[src/design/atc_pkg.sv]
/*
 * Shared constants of the auxiliary threshold and calibration register bank:
 * byte offsets, field positions, reset values and result widths.
 * Assumes a byte-wide register port in which each address holds one byte.
 */
package atc_pkg;

  // ****************************************************************
  // Byte offsets of the register map
  // ****************************************************************
  localparam logic [7:0] ADDR_AUX6_HIGH = 8'hac;
  localparam logic [7:0] ADDR_AUX7_LOW = 8'hae;
  localparam logic [7:0] ADDR_AUX7_HIGH = 8'hb0;
  localparam logic [7:0] ADDR_LOT = 8'hbe;
  localparam logic [7:0] ADDR_SER = 8'hc6;
  localparam logic [7:0] ADDR_SCRATCH = 8'hc8;
  localparam logic [7:0] ADDR_CELL_OFS = 8'hd2;
  localparam logic [7:0] ADDR_CELL_GAIN = 8'hd3;
  localparam logic [7:0] ADDR_AUX0_OFS = 8'hd4;
  localparam logic [7:0] ADDR_AUX1_OFS = 8'hd6;
  localparam logic [7:0] LOT_BYTES = 8'h08;
  localparam logic [7:0] SCRATCH_BYTES = 8'h08;

  // ****************************************************************
  // Field positions and widths
  // ****************************************************************
  localparam int LIMIT_LSB = 2;
  localparam int LIMIT_W = 14;
  localparam int TRIM_W = 8;
  localparam int AUX_OFS_W = 10;
  localparam int RESULT_W = 16;
  localparam int GAIN_SHIFT = 16;

  // ****************************************************************
  // Reset values and fixed read values
  // ****************************************************************
  localparam logic [13:0] LIMIT_OV_RST = 14'h3fff;
  localparam logic [13:0] LIMIT_UV_RST = 14'h0000;
  localparam logic [7:0] TRIM_RST = 8'h00;
  localparam logic [9:0] AUX_OFS_RST = 10'h000;
  localparam logic [7:0] UNMAPPED_READ = 8'h00;
  localparam logic [15:0] RESULT_MAX = 16'hffff;

endpackage : atc_pkg

[src/design/atc_regs.sv]
/*
 * Register bank for auxiliary limits, identification words, scratch store and
 * calibration trims, with the calibration datapath behind it.
 * Assumes a byte-wide register port driven by the serial command decoder,
 * with multi-byte registers stored most significant byte at the lower address.
 */
// Notes on behaviour
// - Aux6 high limit in bits 15:2
// - Aux7 has separate low and high limits
// - Limits span 0 V to 5 V codes
// - Limit bits 1:0 read zero, written zero
// - Sixty-four scratch bits hold host data
// - Signed cell offset added to cell results
// - Cell offset step is one result LSB
// - Signed cell gain raises or lowers gain
// - Cell result times one plus gain/65536
// - Aux offset bits 9:0 signed, rest zero
// - Aux offset step is one result LSB
`timescale 1ns/10ps
module atc_regs #(
  parameter logic [63:0] LOT_ID = 64'h0123_4567_89ab_cdef, // Arbitrary value
  parameter logic [15:0] SERIAL_ID = 16'h5a5a // Arbitrary value
) (
  input wire logic clk_sys,
  input wire logic rst,
  input wire logic [7:0] reg_addr,
  input wire logic reg_wr_en,
  input wire logic [7:0] reg_wdata,
  input wire logic reg_rd_en,
  output logic [7:0] reg_rdata,
  output logic reg_rd_valid,
  input wire logic smp_valid,
  input wire logic smp_is_cell,
  input wire logic [2:0] smp_aux_idx,
  input wire logic [15:0] smp_raw,
  output logic res_valid,
  output logic res_is_cell,
  output logic [2:0] res_aux_idx,
  output logic [15:0] res_data,
  output logic aux6_high_fault,
  output logic aux7_low_fault,
  output logic aux7_high_fault
);

  // ****************************************************************
  // State
  // ****************************************************************
  typedef struct packed {
    logic [13:0] aux6_high_limit;
    logic [13:0] aux7_low_limit;
    logic [13:0] aux7_high_limit;
    logic [7:0] cell_offset_code;
    logic [7:0] cell_gain_code;
    logic [9:0] aux0_offset_code;
    logic [9:0] aux1_offset_code;
    logic [7:0] rdata;
    logic rd_valid;
    logic rd_from_mem;
  } atc_regs_s;

  atc_regs_s st_r;
  atc_regs_s st_nxt;

  // ****************************************************************
  // Helpers
  // ****************************************************************

  // One byte of a limit register; low byte carries bits 1:0 as zero
  function automatic logic [7:0] limit_byte(input logic [13:0] lim, input logic lo);
    limit_byte = lo ? {lim[5:0], 2'b00} : lim[13:6];
  endfunction : limit_byte

  // One byte of an aux offset register; bits 15:10 read zero
  function automatic logic [7:0] aux_ofs_byte(input logic [9:0] v, input logic lo);
    aux_ofs_byte = lo ? v[7:0] : {6'h00, v[9:8]};
  endfunction : aux_ofs_byte

  // New limit value after a byte write; written bits 1:0 are dropped
  function automatic logic [13:0] limit_wr(input logic [13:0] lim, input logic lo, input logic [7:0] d);
    limit_wr = lo ? {lim[13:6], d[7:2]} : {d, lim[5:0]};
  endfunction : limit_wr

  // New aux offset value after a byte write
  function automatic logic [9:0] aux_ofs_wr(input logic [9:0] v, input logic lo, input logic [7:0] d);
    aux_ofs_wr = lo ? {v[9:8], d} : {d[1:0], v[7:0]};
  endfunction : aux_ofs_wr

  // Address of the even byte that starts a word; both bytes of a word decode alike
  function automatic logic [7:0] word_base(input logic [7:0] a);
    word_base = {a[7:1], 1'b0};
  endfunction : word_base

  // ****************************************************************
  // Address decode
  // ****************************************************************
  logic lo_byte;
  logic [7:0] lot_ofs;
  logic [7:0] scr_ofs;
  logic in_lot;
  logic in_scr;
  logic [63:0] lot_shift;
  logic [7:0] mem_rdata;

  // Window hits for the multi-byte identification and scratch areas
  always_comb
  begin
    lo_byte = reg_addr[0];
    // Offsets below a base wrap to large values and miss the window
    lot_ofs = reg_addr - atc_pkg::ADDR_LOT;
    scr_ofs = reg_addr - atc_pkg::ADDR_SCRATCH;
    in_lot = (reg_addr >= atc_pkg::ADDR_LOT) && (lot_ofs < atc_pkg::LOT_BYTES);
    in_scr = (reg_addr >= atc_pkg::ADDR_SCRATCH) && (scr_ofs < atc_pkg::SCRATCH_BYTES);
    // Addressed lot byte moved into the top byte
    lot_shift = LOT_ID << {lot_ofs[2:0], 3'b000};
  end

  // ****************************************************************
  // Register writes and read capture
  // ****************************************************************

  // Next state of the bank; reads use the present state, so a byte read in
  // the cycle of its own write still answers with the old value
  always_comb
  begin
    st_nxt = st_r;
    st_nxt.rd_valid = reg_rd_en;
    // Host writes land one cycle later and steer calibration from then on
    if (reg_wr_en)
    begin
      unique case (word_base(reg_addr))
        // Limit bytes: the low byte drops written bits 1:0
        atc_pkg::ADDR_AUX6_HIGH:
        begin
          st_nxt.aux6_high_limit = limit_wr(st_r.aux6_high_limit, lo_byte, reg_wdata);
        end
        atc_pkg::ADDR_AUX7_LOW:
        begin
          st_nxt.aux7_low_limit = limit_wr(st_r.aux7_low_limit, lo_byte, reg_wdata);
        end
        atc_pkg::ADDR_AUX7_HIGH:
        begin
          st_nxt.aux7_high_limit = limit_wr(st_r.aux7_high_limit, lo_byte, reg_wdata);
        end
        // Single-byte trims share one word address
        atc_pkg::ADDR_CELL_OFS:
        begin
          if (lo_byte)
          begin
            st_nxt.cell_gain_code = reg_wdata;
          end
          else
          begin
            st_nxt.cell_offset_code = reg_wdata;
          end
        end
        // Aux offset bytes: the high byte keeps only bits 9:8
        atc_pkg::ADDR_AUX0_OFS:
        begin
          st_nxt.aux0_offset_code = aux_ofs_wr(st_r.aux0_offset_code, lo_byte, reg_wdata);
        end
        atc_pkg::ADDR_AUX1_OFS:
        begin
          st_nxt.aux1_offset_code = aux_ofs_wr(st_r.aux1_offset_code, lo_byte, reg_wdata);
        end
        default:
        begin
          // Identification words and unmapped addresses ignore writes
        end
      endcase
    end
    // A read picks its source; the source and the captured byte hold until the
    // next read, so reg_rdata stays put between reads
    if (reg_rd_en)
    begin
      st_nxt.rdata = atc_pkg::UNMAPPED_READ;
      st_nxt.rd_from_mem = 1'b0;
      // The multi-byte windows are decoded ahead of the word map
      if (in_lot)
      begin
        // Lot word goes out most significant byte first
        st_nxt.rdata = lot_shift[63:56];
      end
      else if (in_scr)
      begin
        // Scratch byte comes from the memory's own output register
        st_nxt.rd_from_mem = 1'b1;
      end
      else
      begin
        unique case (word_base(reg_addr))
          atc_pkg::ADDR_AUX6_HIGH:
          begin
            st_nxt.rdata = limit_byte(st_r.aux6_high_limit, lo_byte);
          end
          atc_pkg::ADDR_AUX7_LOW:
          begin
            st_nxt.rdata = limit_byte(st_r.aux7_low_limit, lo_byte);
          end
          atc_pkg::ADDR_AUX7_HIGH:
          begin
            st_nxt.rdata = limit_byte(st_r.aux7_high_limit, lo_byte);
          end
          // Serial word is fixed when the block is built
          atc_pkg::ADDR_SER:
          begin
            st_nxt.rdata = lo_byte ? SERIAL_ID[7:0] : SERIAL_ID[15:8];
          end
          // Gain at the odd address, offset at the even one
          atc_pkg::ADDR_CELL_OFS:
          begin
            st_nxt.rdata = lo_byte ? st_r.cell_gain_code : st_r.cell_offset_code;
          end
          atc_pkg::ADDR_AUX0_OFS:
          begin
            st_nxt.rdata = aux_ofs_byte(st_r.aux0_offset_code, lo_byte);
          end
          atc_pkg::ADDR_AUX1_OFS:
          begin
            st_nxt.rdata = aux_ofs_byte(st_r.aux1_offset_code, lo_byte);
          end
          default:
          begin
            st_nxt.rdata = atc_pkg::UNMAPPED_READ;
          end
        endcase
      end
    end
  end

  // State register with trims cleared and limits wide open at reset
  always_ff @(posedge clk_sys or posedge rst)
  begin
    if (rst)
    begin
      st_r.aux6_high_limit <= atc_pkg::LIMIT_OV_RST;
      st_r.aux7_low_limit <= atc_pkg::LIMIT_UV_RST;
      st_r.aux7_high_limit <= atc_pkg::LIMIT_OV_RST;
      st_r.cell_offset_code <= atc_pkg::TRIM_RST;
      st_r.cell_gain_code <= atc_pkg::TRIM_RST;
      st_r.aux0_offset_code <= atc_pkg::AUX_OFS_RST;
      st_r.aux1_offset_code <= atc_pkg::AUX_OFS_RST;
      st_r.rdata <= atc_pkg::UNMAPPED_READ;
      st_r.rd_valid <= 1'b0;
      st_r.rd_from_mem <= 1'b0;
    end
    else
    begin
      st_r <= st_nxt;
    end
  end

  // ****************************************************************
  // Scratch store and calibration datapath
  // ****************************************************************

  // Scratch bytes live in their own memory
  atc_scratch_mem #(
    .DEPTH(8),
    .WIDTH(8),
    .AW(3)
  ) u_scratch (
    .clk_sys(clk_sys),
    .rst(rst),
    .wr_en(reg_wr_en & in_scr),
    .wr_addr(scr_ofs[2:0]),
    .wr_data(reg_wdata),
    .rd_en(reg_rd_en & in_scr),
    .rd_addr(scr_ofs[2:0]),
    .rd_data(mem_rdata)
  );

  // Trims steer cell, aux0 and aux1 results; limits set the aux6 and aux7 fault levels
  atc_calib u_calib (
    .clk_sys(clk_sys),
    .rst(rst),
    .smp_valid(smp_valid),
    .smp_is_cell(smp_is_cell),
    .smp_aux_idx(smp_aux_idx),
    .smp_raw(smp_raw),
    .cell_offset_code(st_r.cell_offset_code),
    .cell_gain_code(st_r.cell_gain_code),
    .aux0_offset_code(st_r.aux0_offset_code),
    .aux1_offset_code(st_r.aux1_offset_code),
    .aux6_high_limit(st_r.aux6_high_limit),
    .aux7_low_limit(st_r.aux7_low_limit),
    .aux7_high_limit(st_r.aux7_high_limit),
    .res_valid(res_valid),
    .res_is_cell(res_is_cell),
    .res_aux_idx(res_aux_idx),
    .res_data(res_data),
    .aux6_high_fault(aux6_high_fault),
    .aux7_low_fault(aux7_low_fault),
    .aux7_high_fault(aux7_high_fault)
  );

  // Read answer picks between two flip-flop sources
  // so the scratch path needs no extra cycle of latency
  assign reg_rdata = st_r.rd_from_mem ? mem_rdata : st_r.rdata;
  assign reg_rd_valid = st_r.rd_valid;

endmodule : atc_regs

[src/design/atc_scratch_mem.sv]
/*
 * Small byte memory that holds the host scratch store.
 * Assumes one write and one read port on the same clock; read data are registered.
 */
`timescale 1ns/10ps
module atc_scratch_mem #(
  parameter int DEPTH = 8,
  parameter int WIDTH = 8,
  parameter int AW = 3
) (
  input wire logic clk_sys,
  input wire logic rst,
  input wire logic wr_en,
  input wire logic [AW-1:0] wr_addr,
  input wire logic [WIDTH-1:0] wr_data,
  input wire logic rd_en,
  input wire logic [AW-1:0] rd_addr,
  output logic [WIDTH-1:0] rd_data
);

  typedef struct packed {
    logic [DEPTH-1:0][WIDTH-1:0] mem;
    logic [WIDTH-1:0] q;
  } atc_mem_s;

  atc_mem_s st_r;
  atc_mem_s st_nxt;

  // Store written bytes, hand back old contents on a read
  always_comb
  begin
    st_nxt = st_r;
    if (wr_en)
    begin
      st_nxt.mem[wr_addr] = wr_data;
    end
    if (rd_en)
    begin
      st_nxt.q = st_r.mem[rd_addr];
    end
  end

  // State register
  always_ff @(posedge clk_sys or posedge rst)
  begin
    if (rst)
    begin
      st_r <= '0;
    end
    else
    begin
      st_r <= st_nxt;
    end
  end

  assign rd_data = st_r.q;

endmodule : atc_scratch_mem

[src/design/atc_calib.sv]
/*
 * Calibration datapath: gain and offset trims on cell results, offset trims
 * on aux0 and aux1 results, then limit checks for the aux6 and aux7 auxiliary channels.
 * Assumes one sample at a time arriving with a one-cycle valid strobe.
 */
`timescale 1ns/10ps
module atc_calib (
  input wire logic clk_sys,
  input wire logic rst,
  input wire logic smp_valid,
  input wire logic smp_is_cell,
  input wire logic [2:0] smp_aux_idx,
  input wire logic [15:0] smp_raw,
  input wire logic [7:0] cell_offset_code,
  input wire logic [7:0] cell_gain_code,
  input wire logic [9:0] aux0_offset_code,
  input wire logic [9:0] aux1_offset_code,
  input wire logic [13:0] aux6_high_limit,
  input wire logic [13:0] aux7_low_limit,
  input wire logic [13:0] aux7_high_limit,
  output logic res_valid,
  output logic res_is_cell,
  output logic [2:0] res_aux_idx,
  output logic [15:0] res_data,
  output logic aux6_high_fault,
  output logic aux7_low_fault,
  output logic aux7_high_fault
);

  typedef struct packed {
    logic valid;
    logic is_cell;
    logic [2:0] aux_idx;
    logic [15:0] data;
    logic aux6_hi;
    logic aux7_lo;
    logic aux7_hi;
  } atc_cal_s;

  atc_cal_s st_r;
  atc_cal_s st_nxt;

  // Clamp a signed sum into the unsigned result range
  function automatic logic [15:0] clamp_result(input logic signed [19:0] v);
    if (v < 20'sd0)
    begin
      clamp_result = 16'h0000;
    end
    else if (v > $signed({4'h0, atc_pkg::RESULT_MAX}))
    begin
      clamp_result = atc_pkg::RESULT_MAX;
    end
    else
    begin
      clamp_result = v[15:0];
    end
  endfunction : clamp_result

  // Limit field scaled up to a full result code, low bits zero
  function automatic logic [15:0] limit_code(input logic [13:0] lim);
    limit_code = {lim, 2'b00};
  endfunction : limit_code

  logic signed [24:0] gain_prod;
  logic signed [19:0] gain_adj;
  logic signed [19:0] ofs_adj;
  logic signed [19:0] cal_sum;
  logic [15:0] cal;

  // Trim arithmetic ahead of storage and comparison
  always_comb
  begin
    gain_prod = $signed({1'b0, smp_raw}) * $signed(cell_gain_code);
    gain_adj = smp_is_cell ? 20'(gain_prod >>> atc_pkg::GAIN_SHIFT) : 20'sd0;
    if (smp_is_cell)
    begin
      ofs_adj = 20'($signed(cell_offset_code));
    end
    else if (smp_aux_idx == 3'h0)
    begin
      ofs_adj = 20'($signed(aux0_offset_code));
    end
    else if (smp_aux_idx == 3'h1)
    begin
      ofs_adj = 20'($signed(aux1_offset_code));
    end
    else
    begin
      ofs_adj = 20'sd0;
    end
    cal_sum = $signed({4'h0, smp_raw}) + gain_adj + ofs_adj;
    cal = clamp_result(cal_sum);
  end

  // Result register and fault levels, refreshed by each matching sample
  always_comb
  begin
    st_nxt = st_r;
    st_nxt.valid = smp_valid;
    if (smp_valid)
    begin
      st_nxt.is_cell = smp_is_cell;
      st_nxt.aux_idx = smp_aux_idx;
      st_nxt.data = cal;
      if (!smp_is_cell && smp_aux_idx == 3'h6)
      begin
        st_nxt.aux6_hi = cal > limit_code(aux6_high_limit);
      end
      if (!smp_is_cell && smp_aux_idx == 3'h7)
      begin
        st_nxt.aux7_lo = cal < limit_code(aux7_low_limit);
        st_nxt.aux7_hi = cal > limit_code(aux7_high_limit);
      end
    end
  end

  // State register
  always_ff @(posedge clk_sys or posedge rst)
  begin
    if (rst)
    begin
      st_r <= '0;
    end
    else
    begin
      st_r <= st_nxt;
    end
  end

  assign res_valid = st_r.valid;
  assign res_is_cell = st_r.is_cell;
  assign res_aux_idx = st_r.aux_idx;
  assign res_data = st_r.data;
  assign aux6_high_fault = st_r.aux6_hi;
  assign aux7_low_fault = st_r.aux7_lo;
  assign aux7_high_fault = st_r.aux7_hi;

endmodule : atc_calib

[config.mk]
export PLATFORM = sky130hd
export DESIGN_NAME = atc_regs
export DESIGN_NICKNAME = d
export VERILOG_FILES = /design/src/design/atc_pkg.sv /design/src/design/atc_regs.sv /design/src/design/atc_scratch_mem.sv /design/src/design/atc_calib.sv
export SDC_FILE = /design/constraint.sdc
export NUM_CORES = 1
export LEC_CHECK = 0
export ABC_AREA = 1
export BUFFER_PORTS_ARGS = -buffer_cell sky130_fd_sc_hd__buf_2
export CORE_MARGIN = 1
export CORE_UTILIZATION = 55
export DETAILED_ROUTE_END_ITERATION = 12
export GPL_TIMING_DRIVEN = 1
export PLACE_DENSITY_LB_ADDON = 0.25
export RECOVER_POWER = 100
export SYNTH_ARGS = -nofsm -noshare
export SYNTH_HDL_FRONTEND = slang
export SYNTH_SLANG_ARGS = --single-unit
[constraint.sdc]
create_clock -name clk_sys -period 11.6 [get_ports clk_sys]
set_clock_uncertainty 0.05 [all_clocks]
set_input_delay 1.74 -clock clk_sys [delete_from_list [all_inputs] [get_ports clk_sys]]
set_output_delay 1.74 -clock clk_sys [all_outputs]
set_load 0.005 [all_outputs]
### Yosys cells after proc, flatten, opt, wreduce, memory -nomap -nowiden

Index checks and enable logic that the tools add are counted.

| word-level totals | value |
|---|---|
| output and inout port bits | 33 |
| logic and storage cells | 105 |
| register bits | 184 |
| bits of input ports | 41 |

| operators by class | value |
|---|---|
| order comparisons | 11 |
| mux-type cells | 23 |
| reductions and logical operators | 21 |
| shift operators | 1 |
| bitwise gates (word level) | 3 |
| eq/ne operators | 10 |
| multipliers | 1 |
| add/sub/neg operators | 4 |

Operators by type and width:

| operator | count |
|---|---|
| $mux 8 | 11 |
| $mux 20 | 4 |
| $bwmux 64 | 1 |
| $shl 57x6->64 const A | 1 |
| $pmux 8 s7 | 1 |
| $eq 7x7->1 const B | 7 |
| $reduce_and 3->1 | 12 |
| $gt 16x16->1 | 2 |
| $mux 16 | 2 |
| $mul 17x8->25 | 1 |
| $bmux 8 s3 | 1 |
| $demux 8 s3 | 1 |
| $add 17x20->20 | 1 |
| $add 20x20->20 | 1 |
| $gt 20x17->1 const B | 1 |
| $lt 20x1->1 const B | 1 |
| $ge 8x8->1 const B | 2 |
| $lt 16x16->1 | 1 |
| $lt 8x4->1 const B | 2 |
| $sub 8x8->8 const B | 2 |
| $eq 3x3->1 const B | 2 |
| $logic_and 1x1->1 | 5 |
| $lt 3x4->1 const B | 1 |
| $reduce_and 2->1 | 2 |
| 7 further kinds | 9 |

### Longest topological paths before layout

Gate-level depths: netlist (run 1).

| logic depth | value |
|---|---|
| depth in word-level cells | 9 |
| depth in mapped cells | 57 |
| mapped depth without buffers | 55 |

### Cells and area by module

Synthesis (run 1) repeated with hierarchy kept, for this count alone.

| second synthesis, totals | value |
|---|---|
| cells, all modules | 2258 |
| area, all modules | 16175.5 µm² |

By module, submodules not included:

| module | seq. area each (µm²) | area an instance (µm²) | times used | cells an instance |
|---|---|---|---|---|
| atc_calib | 600.6 | 8056.5 | 1 | 1183 |
| atc_regs | 2237.1 | 4645.7 | 1 | 625 |
| atc_scratch_mem | 1801.7 | 3473.3 | 1 | 450 |

### Worst setup path after synthesis (run 1)

Ideal clock, no wire load.

| timing | value |
|---|---|
| path kind | input-to-reg |
| from | input smp_raw[10] |
| to | register u_calib.st_r (netlist bit u_calib.aux7_high_fault) |
| data arrival time | 9.386 ns |
| buffers on the path | 2 |
| slack | 2.087 ns |
| required time | 11.474 ns |
| stages | 50 |
| setup time | 0.076 ns |
| path through | clkbuf_1 > nor2_1 > fa_1 > inv_1 > fa_1 > inv_1 > fa_1 > inv_1 > fa_1 > inv_1 > ha_1 > a21oi_1 > nor2_1 > nor2_1 > nor2_1 > a311oi_1 > o211ai_1 > or2_2 > (+14 left out) > nand2_1 > inv_2 > buf_2 > nand2_1 > nand2_1 > inv_1 > ha_1 > nand2_1 > o21bai_1 > a21oi_1 > a211oi_1 > nor3_1 > nor2_1 > o21ai_0 > nand3_1 > nand2_1 > nand2_1 > o21ai_1 |

| between the ends | value |
|---|---|
| longest elaborated chain between the ends | 8 |
| elaborated cells between the ends (all ways) | 9 |
| classes of those cells | add/sub: 2; mul: 1; order compare: 3; mux: 3 |

RTL lines:

| element | RTL line | text |
|---|---|---|
| start: declaration | atc_regs.sv:35 | `input wire logic [15:0] smp_raw,` |
| $mul 17x8->25 | atc_calib.sv:73 | `gain_prod = $signed({1'b0, smp_raw}) * $signed(cell_gain_code);` |
| $mux 20 | atc_calib.sv:74 | `gain_adj = smp_is_cell ? 20'(gain_prod >>> atc_pkg::GAIN_SHIFT) : 20'sd0;` |
| $add 17x20->20 * | atc_calib.sv:91 | `cal_sum = $signed({4'h0, smp_raw}) + gain_adj + ofs_adj;` |
| $add 20x20->20 * | atc_calib.sv:91 |  |
| $gt 20x17->1 | atc_calib.sv:49 | `else if (v > $signed({4'h0, atc_pkg::RESULT_MAX}))` |
| $mux 16 | atc_calib.sv:49 |  |
| $mux 16 * | atc_calib.sv:45 | `if (v < 20'sd0)` |
| via u_calib.cal[5] | atc_calib.sv:68 | `logic [15:0] cal;` |
| $gt 16x16->1 * | atc_calib.sv:112 | `st_nxt.aux7_hi = cal > limit_code(aux7_high_limit);` |
| end signal: assignment | atc_calib.sv:126 | `st_r <= st_nxt;` |
| end: declaration | atc_calib.sv:40 | `atc_cal_s st_r;` |

Mark *: on every way through the listed nets, which the timed path passes. The rest lies on a longest branch.
A chain may end at the register's enable or synchronous reset.

### Worst setup path in the final report (run 1)

| timing | value |
|---|---|
| from | input smp_raw[3] |
| to | register u_calib.st_r (netlist bit u_calib.aux7_high_fault) |

Same word-level chain as after synthesis.

==> reports/qor.csv, run 1 <==
stage;metric;value;unit
run_status;status;finished with violations;
run_status;failing checks;max-capacitance violations, max-slew violations;
routing;Routed Wire Length;41.7;mm
routing;DRT Pass-1 Iters;6;
pwr;total power;1.78;mW
sta;setup ws final;1520;ps
routing;met3 WL;2.41;mm
synth;top_reg_cell synth;dfrtp_1;
worst_setup_path;CP max stage delay;710;ps
synth;Mean Syn Cell Area;7.55;um^2
worst_setup_path;Crit. End Element;flop;
synth;Gate Count Post-Synth;2038;
sta;hold slack;425;ps
final_layout;Final Net Count;2321;
worst_setup_path;CP delay by family, top;adder cells;
pwr;power density over cell area;108;mW/mm^2
synth;Post-synth ARST share;1.00;
pwr;Worst IR Drop VDD;0.103;mV
sta;final hold vios;0;
clock_tree;post_cts resized;0;
final_layout;non-filler instance count after layout;2441;
synth;Post-synth EDFFs;0;
floorplanning;Die Span X;169;um
sta;period utilization;0.869;
global_route;largest net degree at the start of global routing;112;
sta;Final TNS setup;0;ps
sta;final setup violation count;0;
synth;Syn Nets;2305;
final_layout;final core utilization;0.607;
worst_setup_path;CP Data Arrival Time;10350;ps
synth;Synth Register Bits;184;
routing;DRC viols;0;
clock_tree;worst skew pair latency;450;ps
clock_tree;clk buf depth;2;
clock_tree;CTS sink cnt;184;
routing;Vias;13400;
clock_tree;Num CTS Buffers;17;
sta;relative slew slack;-2.24;
synth;top post-synthesis cells by count;nand2_1 (507), inv_1 (420), o21ai_0 (242);
pwr;Leak Pwr;8.96;nW
synth;synthesized cell area;0.0154;mm^2
routing;drt via density;5.49;
pwr;Cell Int Power;1.14;mW
worst_setup_path;CP Buf/Inv Count;10;
sta;FMAX;99.3;MHz
clock_tree;H-tree levels;4;
routing;Routed met1 length;18.2;mm
worst_setup_path;worst reg2reg path depth;46;
floorplanning;Die Area;0.0286;mm^2
placement;Port Buf Inserts;73;
flow_run;# Max-Cap Violations;5;
final_layout;Fill cells;2560;
worst_setup_path;Setup crit start kind;input port;
placement;area of placed instances;0.0159;mm^2
synth;largest area contributor in the netlist;dfrtp_1;
routing;highest metal used;met4;
sta;Final Max Slew Viols;304;
clock_tree;CTS tree;built;
placement;Post-Place Worst Slack;1470;ps
sta;RSZ-0062 raised after global routing;no;
final_layout;share of cells above drive strength 1;0.0595;
synth;YS warnings;0;
global_route;initial antenna violation count;2;
pwr;sw frac;0.357;
routing;WL per Instance;17.1;um
synth;count leader, synth;nand2_1;
pwr;clock share of power;0.340;
floorplanning;core area;0.0272;mm^2
worst_setup_path;most used cell, CP;inv_1;
sta;Final min period;10080;ps
routing;met2 WL;19.9;mm
clock_tree;clk slew on worst S/H paths;80;ps
pwr;Comb power frac;0.247;
routing;ANT nets after route;0;
worst_setup_path;Slowest cell on crit path;or2_0;
sta;Worst-Margin Slew;4830;ps
placement;DP HPWL;31.1;mm
clock_tree;post-CTS setup buffer count;0;
synth;share of the synthesized area in the top cell type;0.254;
final_layout;area delta synth->final;7.33;%
floorplanning;IO Count;74;
worst_setup_path;Setup CP Type;input port to flop;
global_route;vias in the first global route;13300;
worst_setup_path;Crit Path Max Fanout;16;
hold_path;Hold Crit Class;flop to flop;
floorplanning;Initial Util;0.566;
placement;gpl congestion;0.929;
synth;Synth area leaders;dfrtp_1 (25%), fa_1 (13%), nand2_1 (12%);
routing;number of DRC markers in iteration 0;1160;
final_layout;area of the multi-input gates;0.00881;mm^2
clock_tree;hold_buf cts;0;
global_route;GRT Util Overall;0.306;
pwr;share of power burned in registers;0.413;
worst_setup_path;worst path required time;11880;ps
floorplanning;die height;169;um
global_route;total grt overflow;0;
pwr;Sw Pwr;634;uW
clock_tree;Root Driver;clkbuf_16;
final_layout;Final Instance Area;0.0165;mm^2
worst_setup_path;critical path depth;46;
hold_path;Cells on Worst Hold Path;2;
placement;# placed instances;2407;
floorplanning;Rows;60;
final_layout;register area;0.00464;mm^2
global_route;first-pass GRT wire length;68.6;mm
synth;Seq/Total Area, Yosys;0.302;
synth;synth unique cells;48;
==> flip-flops by register name, indices dropped and copies added, names as in the netlist <==
| register | count |
|---|---|
| reg_rd_valid | 1 |
| st_r | 87 |
| u_calib.aux6_high_fault | 1 |
| u_calib.aux7_high_fault | 1 |
| u_calib.aux7_low_fault | 1 |
| u_calib.res_aux_idx | 3 |
| u_calib.res_data | 16 |
| u_calib.res_is_cell | 1 |
| u_calib.res_valid | 1 |
| u_scratch.rd_data | 8 |
| u_scratch.st_r | 64 |
==> power by group through the flow <==
stage	logic (mW)	registers [mW]	clock network, mW
floorplan	0.311	0.728	0
global placement	0.431	0.743	0
detailed placement	0.439	0.744	0
CTS	0.442	0.732	0.608
global route	0.504	0.740	0.632
finish	0.439	0.734	0.605
==> cell families (layout without fill, tap and decap cells) <==
| family | Yosys count | count (layout) | synth area share |
|---|---|---|---|
| and+or+nand+nor | 693 | 693 | 0.181 |
| muxes | 12 | 12 | 0.00781 |
| AOI/OAI and AO/OA | 401 | 401 | 0.144 |
| adders and majority gates | 226 | 226 | 0.233 |
| other | 0 | 2 | 0 |
| xor gates and xnor gates | 14 | 14 | 0.00797 |
| buffers and inverters | 508 | 537 | 0.125 |
| DFF | 184 | 184 | 0.302 |
==> worst register-to-register path: cells and delay by family (launching register included) <==
family,cells,cell delay [ps]
buf+inv,11,1330
fa+ha+maj,8,3620
simple gates,19,2870
flops,1,560
compound gates,8,1090
==> worst paths after layout <==
check | startpoint | slack [ps] | end
max reg2reg | st_r[37] | 2010 | u_calib.aux7_high_fault
min in group asynchronous | rst | 2740 | u_scratch.st_r[12]
min | u_calib.res_aux_idx[2] | 420 | u_calib.res_aux_idx[2]
max in group asynchronous | rst | 3710 | u_calib.res_data[3]
min reg2reg | u_calib.res_aux_idx[2] | 420 | u_calib.res_aux_idx[2]
max | smp_raw[3] | 1520 | u_calib.aux7_high_fault
==> cell type report <==
type	instances	share of cell area
tap	372	0.0282
clock inverter	15	0.0120
timing repair buffer	78	0.0215
antenna	2	0.000303
multi-input combinational	1346	0.534
inverter	427	0.0972
clock buffer	17	0.0258
sequential	184	0.281
==> placed cells by master, fill, tap and decap left out, drive strengths merged, types with 9 or more instances in the layout <==
master    n
dfstp    28
nand4     9
nand2   512
ha      125
inv     429
a221oi   10
nand3    43
o221ai   11
fa      101
o21ai   256
mux2i    12
nor2    105
clkinv   11
nor3     13
dfrtp   156
a21oi    70
buf      47
o22ai    14
clkbuf   48
==> layer usage <==
metal,up-vias,global-route usage
met4,0,0.110
li1,6410,-
met3,73,0.0357
met1,6427,0.419
met5,-,0
met2,488,0.505
(Power assumes the default switching activity.)
==> run 2, diff against run 1 <==
ABC_AREA = not set   (was 1)
==> run 2 against run 1 <==
Against the previous run:
- the run still ends with max-capacitance violations, max-slew violations left
- routed wire length decreased by 7.6%
- sequential cell count unchanged
- register-to-register slack got worse by 1200 ps
- clock power increased by 3.5%
- utilization increased by 0.067 points
- setup slack got worse by 1000 ps
- clock-buffer cell count unchanged
- combinational power decreased by 3%
- die area decreased by 1.6%
- sequential power decreased by 1%
- fmax decreased by 9.3%
==> reports/qor.csv, run 2 <==
stage;metric;value;unit;change
flow_run;# Max-Cap Violations;4;;-1
clock_tree;Num CTS Buffers;17;;unchanged
worst_setup_path;Crit. End Element;flop;;
synth;Gate Count Post-Synth;1475;;-28%
clock_tree;clk buf depth;2;;unchanged
final_layout;max FFs per register;87;;unchanged
sta;RSZ-0062 raised after global routing;no;;
clock_tree;worst skew pair latency;450;ps;about the same
sta;Final min period;11100;ps;+1030 ps
global_route;GRT Util Overall;0.285;;-0.0216
synth;Syn Nets;1742;;-24%
worst_setup_path;Reg-to-Reg Start;st_r[37];;
worst_setup_path;CP Data Arrival Time;11350;ps;+1000 ps
synth;top_reg_cell synth;dfrtp_1;;
hold_path;hold endpoint;u_scratch.rd_data[3];;
placement;Port Buf Inserts;73;;unchanged
worst_setup_path;Crit Path Max Fanout;9;;-7
synth;Post-synth EDFFs;0;;unchanged
final_layout;non-filler instance count after layout;1875;;-23%
global_route;total grt overflow;0;;unchanged
worst_setup_path;worst path required time;11840;ps;-40 ps
sta;relative slew slack;-1.58;;+0.658
clock_tree;post_cts resized;0;;unchanged
synth;Synth Register Bits;184;;unchanged
final_layout;most frequent cells in the layout;inv_1 (221), mux2_2 (164), dfrtp_1 (156);;
routing;drt via density;5.95;;+8.3%
run_status;failing checks;max-capacitance violations, max-slew violations;;
synth;YS warnings;0;;unchanged
placement;gpl congestion;0.937;;+0.83%
placement;Post-Place Worst Slack;-12.4;ps;-1480 ps
worst_setup_path;CP max stage delay;590;ps;-120 ps
floorplanning;die height;168;um;-0.79%
synth;Synth area leaders;dfrtp_1 (26%), fa_1 (13%), mux2_2 (12%);;
routing;DRT Pass-1 Iters;6;;unchanged
sta;Worst-Margin Slew;3870;ps;-961 ps
synth;synthesized cell area;0.0151;mm^2;-1.6%
global_route;vias in the first global route;11400;;-15%
pwr;Cell Int Power;1.17;mW;+2.4%
clock_tree;hold_buf cts;0;;unchanged
worst_setup_path;Setup crit start kind;input port;;
hold_path;Cells on Worst Hold Path;2;;unchanged
global_route;first-pass GRT wire length;61.6;mm;-10%
worst_setup_path;worst reg2reg path depth;34;;-26%
clock_tree;Root Driver;clkbuf_16;;
hold_path;min-delay src;u_scratch.rd_data[3];;
sta;Final Max Slew Viols;243;;-20%
clock_tree;CTS tree;built;;
synth;Post-synth ARST share;1.00;;unchanged
synth;Mean Syn Cell Area;10.3;um^2;+36%
pwr;Leak Pwr;8.14;nW;-9.1%
clock_tree;post-CTS setup buffer count;0;;unchanged
clock_tree;H-tree levels;4;;unchanged
floorplanning;IO Count;74;;unchanged
floorplanning;core area;0.0270;mm^2;-0.83%
final_layout;number of antenna diodes;0;;-2
routing;ANT nets after route;0;;unchanged
placement;DP HPWL;28.5;mm;-8.4%
sta;setup ws final;496;ps;-1030 ps
clock_tree;CTS sink cnt;184;;unchanged
pwr;share of power burned in registers;0.408;;-0.005
synth;top post-synthesis cells by count;inv_1 (222), mux2_2 (167), dfrtp_1 (156);;
synth;share of the synthesized area in the top cell type;0.258;;+0.00409
pwr;Worst IR Drop VDD;0.117;mV;+14%
synth;count leader, synth;inv_1;;
synth;largest area contributor in the netlist;dfrtp_1;;
global_route;initial antenna violation count;0;;-2
global_route;largest net degree at the start of global routing;69;;-38%
worst_setup_path;FF-to-FF End;u_calib.aux7_low_fault;;
synth;synth unique cells;68;;+42%
routing;DRC viols;0;;unchanged
worst_setup_path;r2r setup slk;820;ps;-1190 ps
pwr;clock share of power;0.352;;+0.012
hold_path;Hold Crit Class;flop to flop;;
routing;number of DRC markers in iteration 0;724;;-38%
routing;Routed Wire Length;38.5;mm;-7.6%
sta;final setup violation count;0;;unchanged
run_status;status;finished with violations;;
worst_setup_path;Slowest cell on crit path;fa_1;;
floorplanning;Initial Util;0.562;;-0.00432
final_layout;area delta synth->final;8.28;%;
floorplanning;Rows;60;;unchanged
pwr;sw frac;0.341;;-0.0153
routing;WL per Instance;20.5;um;+20%
synth;Seq/Total Area, Yosys;0.307;;+0.00486
pwr;Comb power frac;0.240;;-0.007
placement;# placed instances;1843;;-23%
worst_setup_path;Setup CP Type;input port to flop;;
worst_setup_path;most used cell, CP;fa_1;;
final_layout;share of cells above drive strength 1;0.208;;+0.148
final_layout;final core utilization;0.608;;+0.000666
pwr;power density over cell area;109;mW/mm^2;+0.78%
floorplanning;Die Span X;168;um;-0.79%
clock_tree;clk slew on worst S/H paths;80;ps;about the same
final_layout;Fill cells;2281;;-11%
floorplanning;Die Area;0.0282;mm^2;-1.6%
pwr;Sw Pwr;607;uW;-4.2%
final_layout;commonest non-fill, non-tap cell in the layout;inv_1;;
sta;final hold vios;0;;unchanged
routing;Vias;11100;;-17%
final_layout;Top reg by flops;st_r;;
final_layout;Final Net Count;1788;;-23%
sta;FMAX;90.1;MHz;-9.3%
sta;period utilization;0.957;;+0.0887
run 2: changes by cell type after synthesis, sizes merged, moves of 34 or more:
cell	previous run	this run
and2	0	100
inv	424	223
mux2	0	167
nand2	512	108
nand3	43	9
nor2	105	54
o21ai	256	45
run 2: cell type report:
type | instances | area, um^2 | share of cell area
Multi-Input combinational cell | 1014 | 9460 | 0.577
Clock buffer | 17 | 425 | 0.0260
Timing Repair Buffer | 81 | 390 | 0.0238
Sequential cell | 184 | 4640 | 0.283
Clock inverter | 15 | 211 | 0.0129
Tap cell | 341 | 427 | 0.0260
Inverter | 223 | 838 | 0.0512
run 2: worst max path at each step:
stage               slack [ps]   startpoint                      end
global placement           330   smp_raw[0]   u_calib.aux7_low_fault
finish                     500   smp_raw[6]   u_calib.aux7_low_fault
detailed placement         -10   smp_raw[6]   u_calib.aux7_low_fault
floorplan                 1450  smp_raw[14]  u_calib.aux7_high_fault
global route                80   smp_raw[6]   u_calib.aux7_low_fault
CTS                        400   smp_raw[6]   u_calib.aux7_low_fault
run 2: metrics by stage:
stage | TNS, ps | hold WS, ps | power (mW) | area (um^2)
global route | 0 | 449 | 1.87 | 16400
finish | 0 | 434 | 1.78 | 16400
detailed placement | -12.4 | 416 | 1.16 | 15800
global placement | 0 | 407 | 1.15 | 15800
CTS | 0 | 438 | 1.79 | 16400
floorplan | 0 | 394 | 1.02 | 15100
run 2: kinds of logic after synthesis:
logic type,synth area share
xor gates and xnor gates,0.0139
DFF,0.307
AOI/OAI and AO/OA,0.107
buffers and inverters,0.0688
muxes,0.154
and+or+nand+nor,0.113
adders and majority gates,0.237
run 2: worst max-delay path: cells and delay by family:
kind	cells	cell delay [ps]
buf+inv	4	290
xor+xnor	1	260
simple gates	9	1880
compound gates	12	3420
fa+ha+maj	8	3740
run 2: routing by layer:
metal / part of all wire / up-vias / global-route usage
li1: - / 5102 / -
met1: 0.44 / 5634 / 0.386
met2: 0.48 / 346 / 0.474
met3: 0.046 / 66 / 0.0322
met4: 0.027 / 0 / 0.101
met5: 0 / - / 0
run 2: power groups by stage:
stage	clock network, mW	registers [mW]	logic [mW]
4_1_cts	0.634	0.725	0.428
2_1_floorplan	0	0.724	0.297
5_1_grt	0.660	0.731	0.480
3_3_place_gp	0	0.735	0.413
6_report	0.626	0.726	0.427
3_5_place_dp	0	0.737	0.424
==> run 3, diff against run 2 <==
CORE_UTILIZATION = 40   (was 55)
==> run 3 against run 2 <==
Against the previous run:
- the run still ends with max-capacitance violations, max-slew violations left
- clock-buffer cell count unchanged
- sequential share of layout area fell by 0.28 points
- fmax increased by 4.8%
- final area grew 0.99%
- die area is 37% higher
- hold slack got worse by 2.3 ps
==> reports/qor.csv, run 3 (synthesized netlist as in run 2, its figures left out) <==
stage;metric;value;unit;change
run_status;status;finished with violations;;
run_status;failing checks;max-capacitance violations, max-slew violations;;
final_layout;commonest non-fill, non-tap cell in the layout;inv_1;;
hold_path;hold endpoint;st_r[4];;
hold_path;Cells on Worst Hold Path;1;;-1
sta;FMAX;94.4;MHz;+4.8%
global_route;GRT Util Overall;0.220;;-0.0647
clock_tree;H-tree levels;4;;unchanged
floorplanning;Rows;70;;+17%
sta;Worst-Margin Slew;5870;ps;+2000 ps
final_layout;Final Net Count;1786;;-0.11%
pwr;total power;1.77;mW;-0.47%
hold_path;Hold Crit Class;flop to flop;;
sta;Final min period;10590;ps;-512 ps
global_route;first-pass GRT wire length;65.2;mm;+5.8%
global_route;initial antenna violation count;1;;+1
routing;ANT nets after route;0;;unchanged
floorplanning;IO Count;74;;unchanged
global_route;total grt overflow;0;;unchanged
worst_setup_path;CP Buf/Inv Count;6;;+2
pwr;power density over cell area;107;mW/mm^2;-1.4%
final_layout;area delta synth->final;9.35;%;
sta;Final TNS setup;0;ps;unchanged
routing;Vias;11000;;-1.3%
worst_setup_path;Setup CP Type;input port to flop;;
final_layout;share of cells above drive strength 1;0.201;;-0.00691
final_layout;most frequent cells in the layout;inv_1 (221), mux2_2 (165), dfrtp_1 (156);;
pwr;Worst IR Drop VDD;0.129;mV;+10%
floorplanning;Die Area;0.0386;mm^2;+37%
sta;final hold vios;0;;unchanged
final_layout;number of antenna diodes;0;;unchanged
global_route;vias in the first global route;11400;;+0.34%
worst_setup_path;Crit Path Max Fanout;9;;unchanged
worst_setup_path;CP Data Arrival Time;10870;ps;-480 ps
routing;highest metal used;met5;;
placement;gpl congestion;0.885;;-5.5%
clock_tree;clk slew on worst S/H paths;80;ps;about the same
global_route;largest net degree at the start of global routing;134;;+94%
floorplanning;Initial Util;0.409;;-0.152
routing;Routed Wire Length;40.3;mm;+4.8%
clock_tree;worst skew pair latency;450;ps;about the same
placement;Port Buf Inserts;73;;unchanged
final_layout;max FFs per register;87;;unchanged
floorplanning;core area;0.0370;mm^2;+37%
floorplanning;die height;197;um;+17%
worst_setup_path;Slowest cell on crit path;fa_1;;
clock_tree;CTS tree;built;;
sta;period utilization;0.913;;-0.0441
routing;met2 WL;19.0;mm;+2.1%
worst_setup_path;Reg-to-Reg Start;st_r[37];;
worst_setup_path;most used cell, CP;a21oi_1;;
placement;DP HPWL;30.0;mm;+5.5%
worst_setup_path;worst reg2reg path depth;35;;+2.9%
sta;RSZ-0062 raised after global routing;no;;
worst_setup_path;CP max stage delay;560;ps;-30 ps
clock_tree;clk buf depth;2;;unchanged
clock_tree;Root Driver;clkbuf_16;;
routing;Routed met1 length;18.8;mm;+11%
routing;drt via density;5.40;;-9.1%
floorplanning;Die Span X;197;um;+17%
worst_setup_path;CP delay by family, top;compound AO/OA/AOI/OAI gates;;
worst_setup_path;FF-to-FF End;u_calib.aux7_low_fault;;
flow_run;# Max-Cap Violations;3;;-1
routing;met3 WL;1.50;mm;-16%
sta;final setup violation count;0;;unchanged
final_layout;Top reg by flops;st_r;;
worst_setup_path;r2r setup slk;1400;ps;+580 ps
sta;hold slack;431;ps;-2.30 ps
worst_setup_path;Setup crit start kind;input port;;
pwr;Leak Pwr;8.10;nW;-0.52%
routing;WL per Instance;19.8;um;-3.5%
sta;relative slew slack;-2.94;;-1.36
clock_tree;Num CTS Buffers;17;;unchanged
hold_path;min-delay src;st_r[4];;
routing;number of DRC markers in iteration 0;582;;-20%
routing;DRT Pass-1 Iters;5;;-1
routing;DRC viols;0;;unchanged
worst_setup_path;Crit. End Element;flop;;
worst_setup_path;worst path required time;11880;ps;+40 ps
clock_tree;CTS sink cnt;184;;unchanged
sta;Final Max Slew Viols;241;;-0.82%
-- run 3: cell types whose count changed in the layout (fill, tap and decap cells not counted), moves of 2 or more --
cell,before,now
clkinv_8,5,3
a21oi_1,65,67
inv_6,0,3
a21oi_2,4,2
buf_2,60,50
clkbuf_1,18,27
-- run 3: worst max-delay path by stage --
stage | slack, ps | start | depth (start not counted) | endpoint
after floorplan | 1450 | smp_raw[14] | 36 | u_calib.aux7_high_fault
after global placement | 470 | smp_raw[0] | 35 | u_calib.aux7_high_fault
after detailed placement | 240 | smp_raw[0] | 36 | u_calib.aux7_low_fault
after CTS | 640 | smp_raw[0] | 36 | u_calib.aux7_low_fault
after global routing | 110 | smp_raw[0] | 37 | u_calib.aux7_low_fault
final | 1010 | smp_raw[0] | 37 | u_calib.aux7_low_fault
-- run 3: timing repair --
item / CTS / global route
setup buffers: 0 / 0
hold buffers: 0 / 0
setup endpoints to repair: 0 / 3
resized for setup: 0 / 4
-- run 3: routing by layer --
layer  vias to the layer above  GRT usage
met3                        58     0.0339
met5                         -          0
met2                       244      0.361
met4                         2     0.0639
li1                       5089          -
met1                      5608      0.301
-- run 3: report_power, final --
part	total, mW	internal [mW]	switching [mW]
registers	0.727	0.690	0.0367
clock network	0.620	0.315	0.305
logic	0.424	0.174	0.250
-- run 3: worst register-to-register path: cells and delay by family (launching register included) --
kind / cells / cell delay, ps
AO/OA/AOI/OAI: 18 / 4060
XOR/XNOR: 1 / 220
adder cells (fa/ha/maj): 8 / 3730
buffers and inverters: 4 / 650
flip-flops: 1 / 530
AND/OR/NAND/NOR: 4 / 820
-- run 3: cell type report --
class                      count  area [um^2]
inverter                     223          838
multi-input combinational   1014         9450
clock inverter                15          196
tap                          504          631
timing repair buffer          79          367
clock buffer                  17          425
sequential                   184         4640
fill                        3576        20400
-- run 3: metrics by stage --
stage | cell area [um^2] | setup WS, ps | instances | utilization
detailed placement | 16000 | 242 | 2004 | 0.432
floorplan | 15100 | 1450 | 1475 | -
global route | 16500 | 106 | 2036 | 0.448
global placement | 16000 | 471 | 2004 | 0.432
finish | 16500 | 1010 | 2036 | 0.448
CTS | 16600 | 637 | 2036 | 0.449
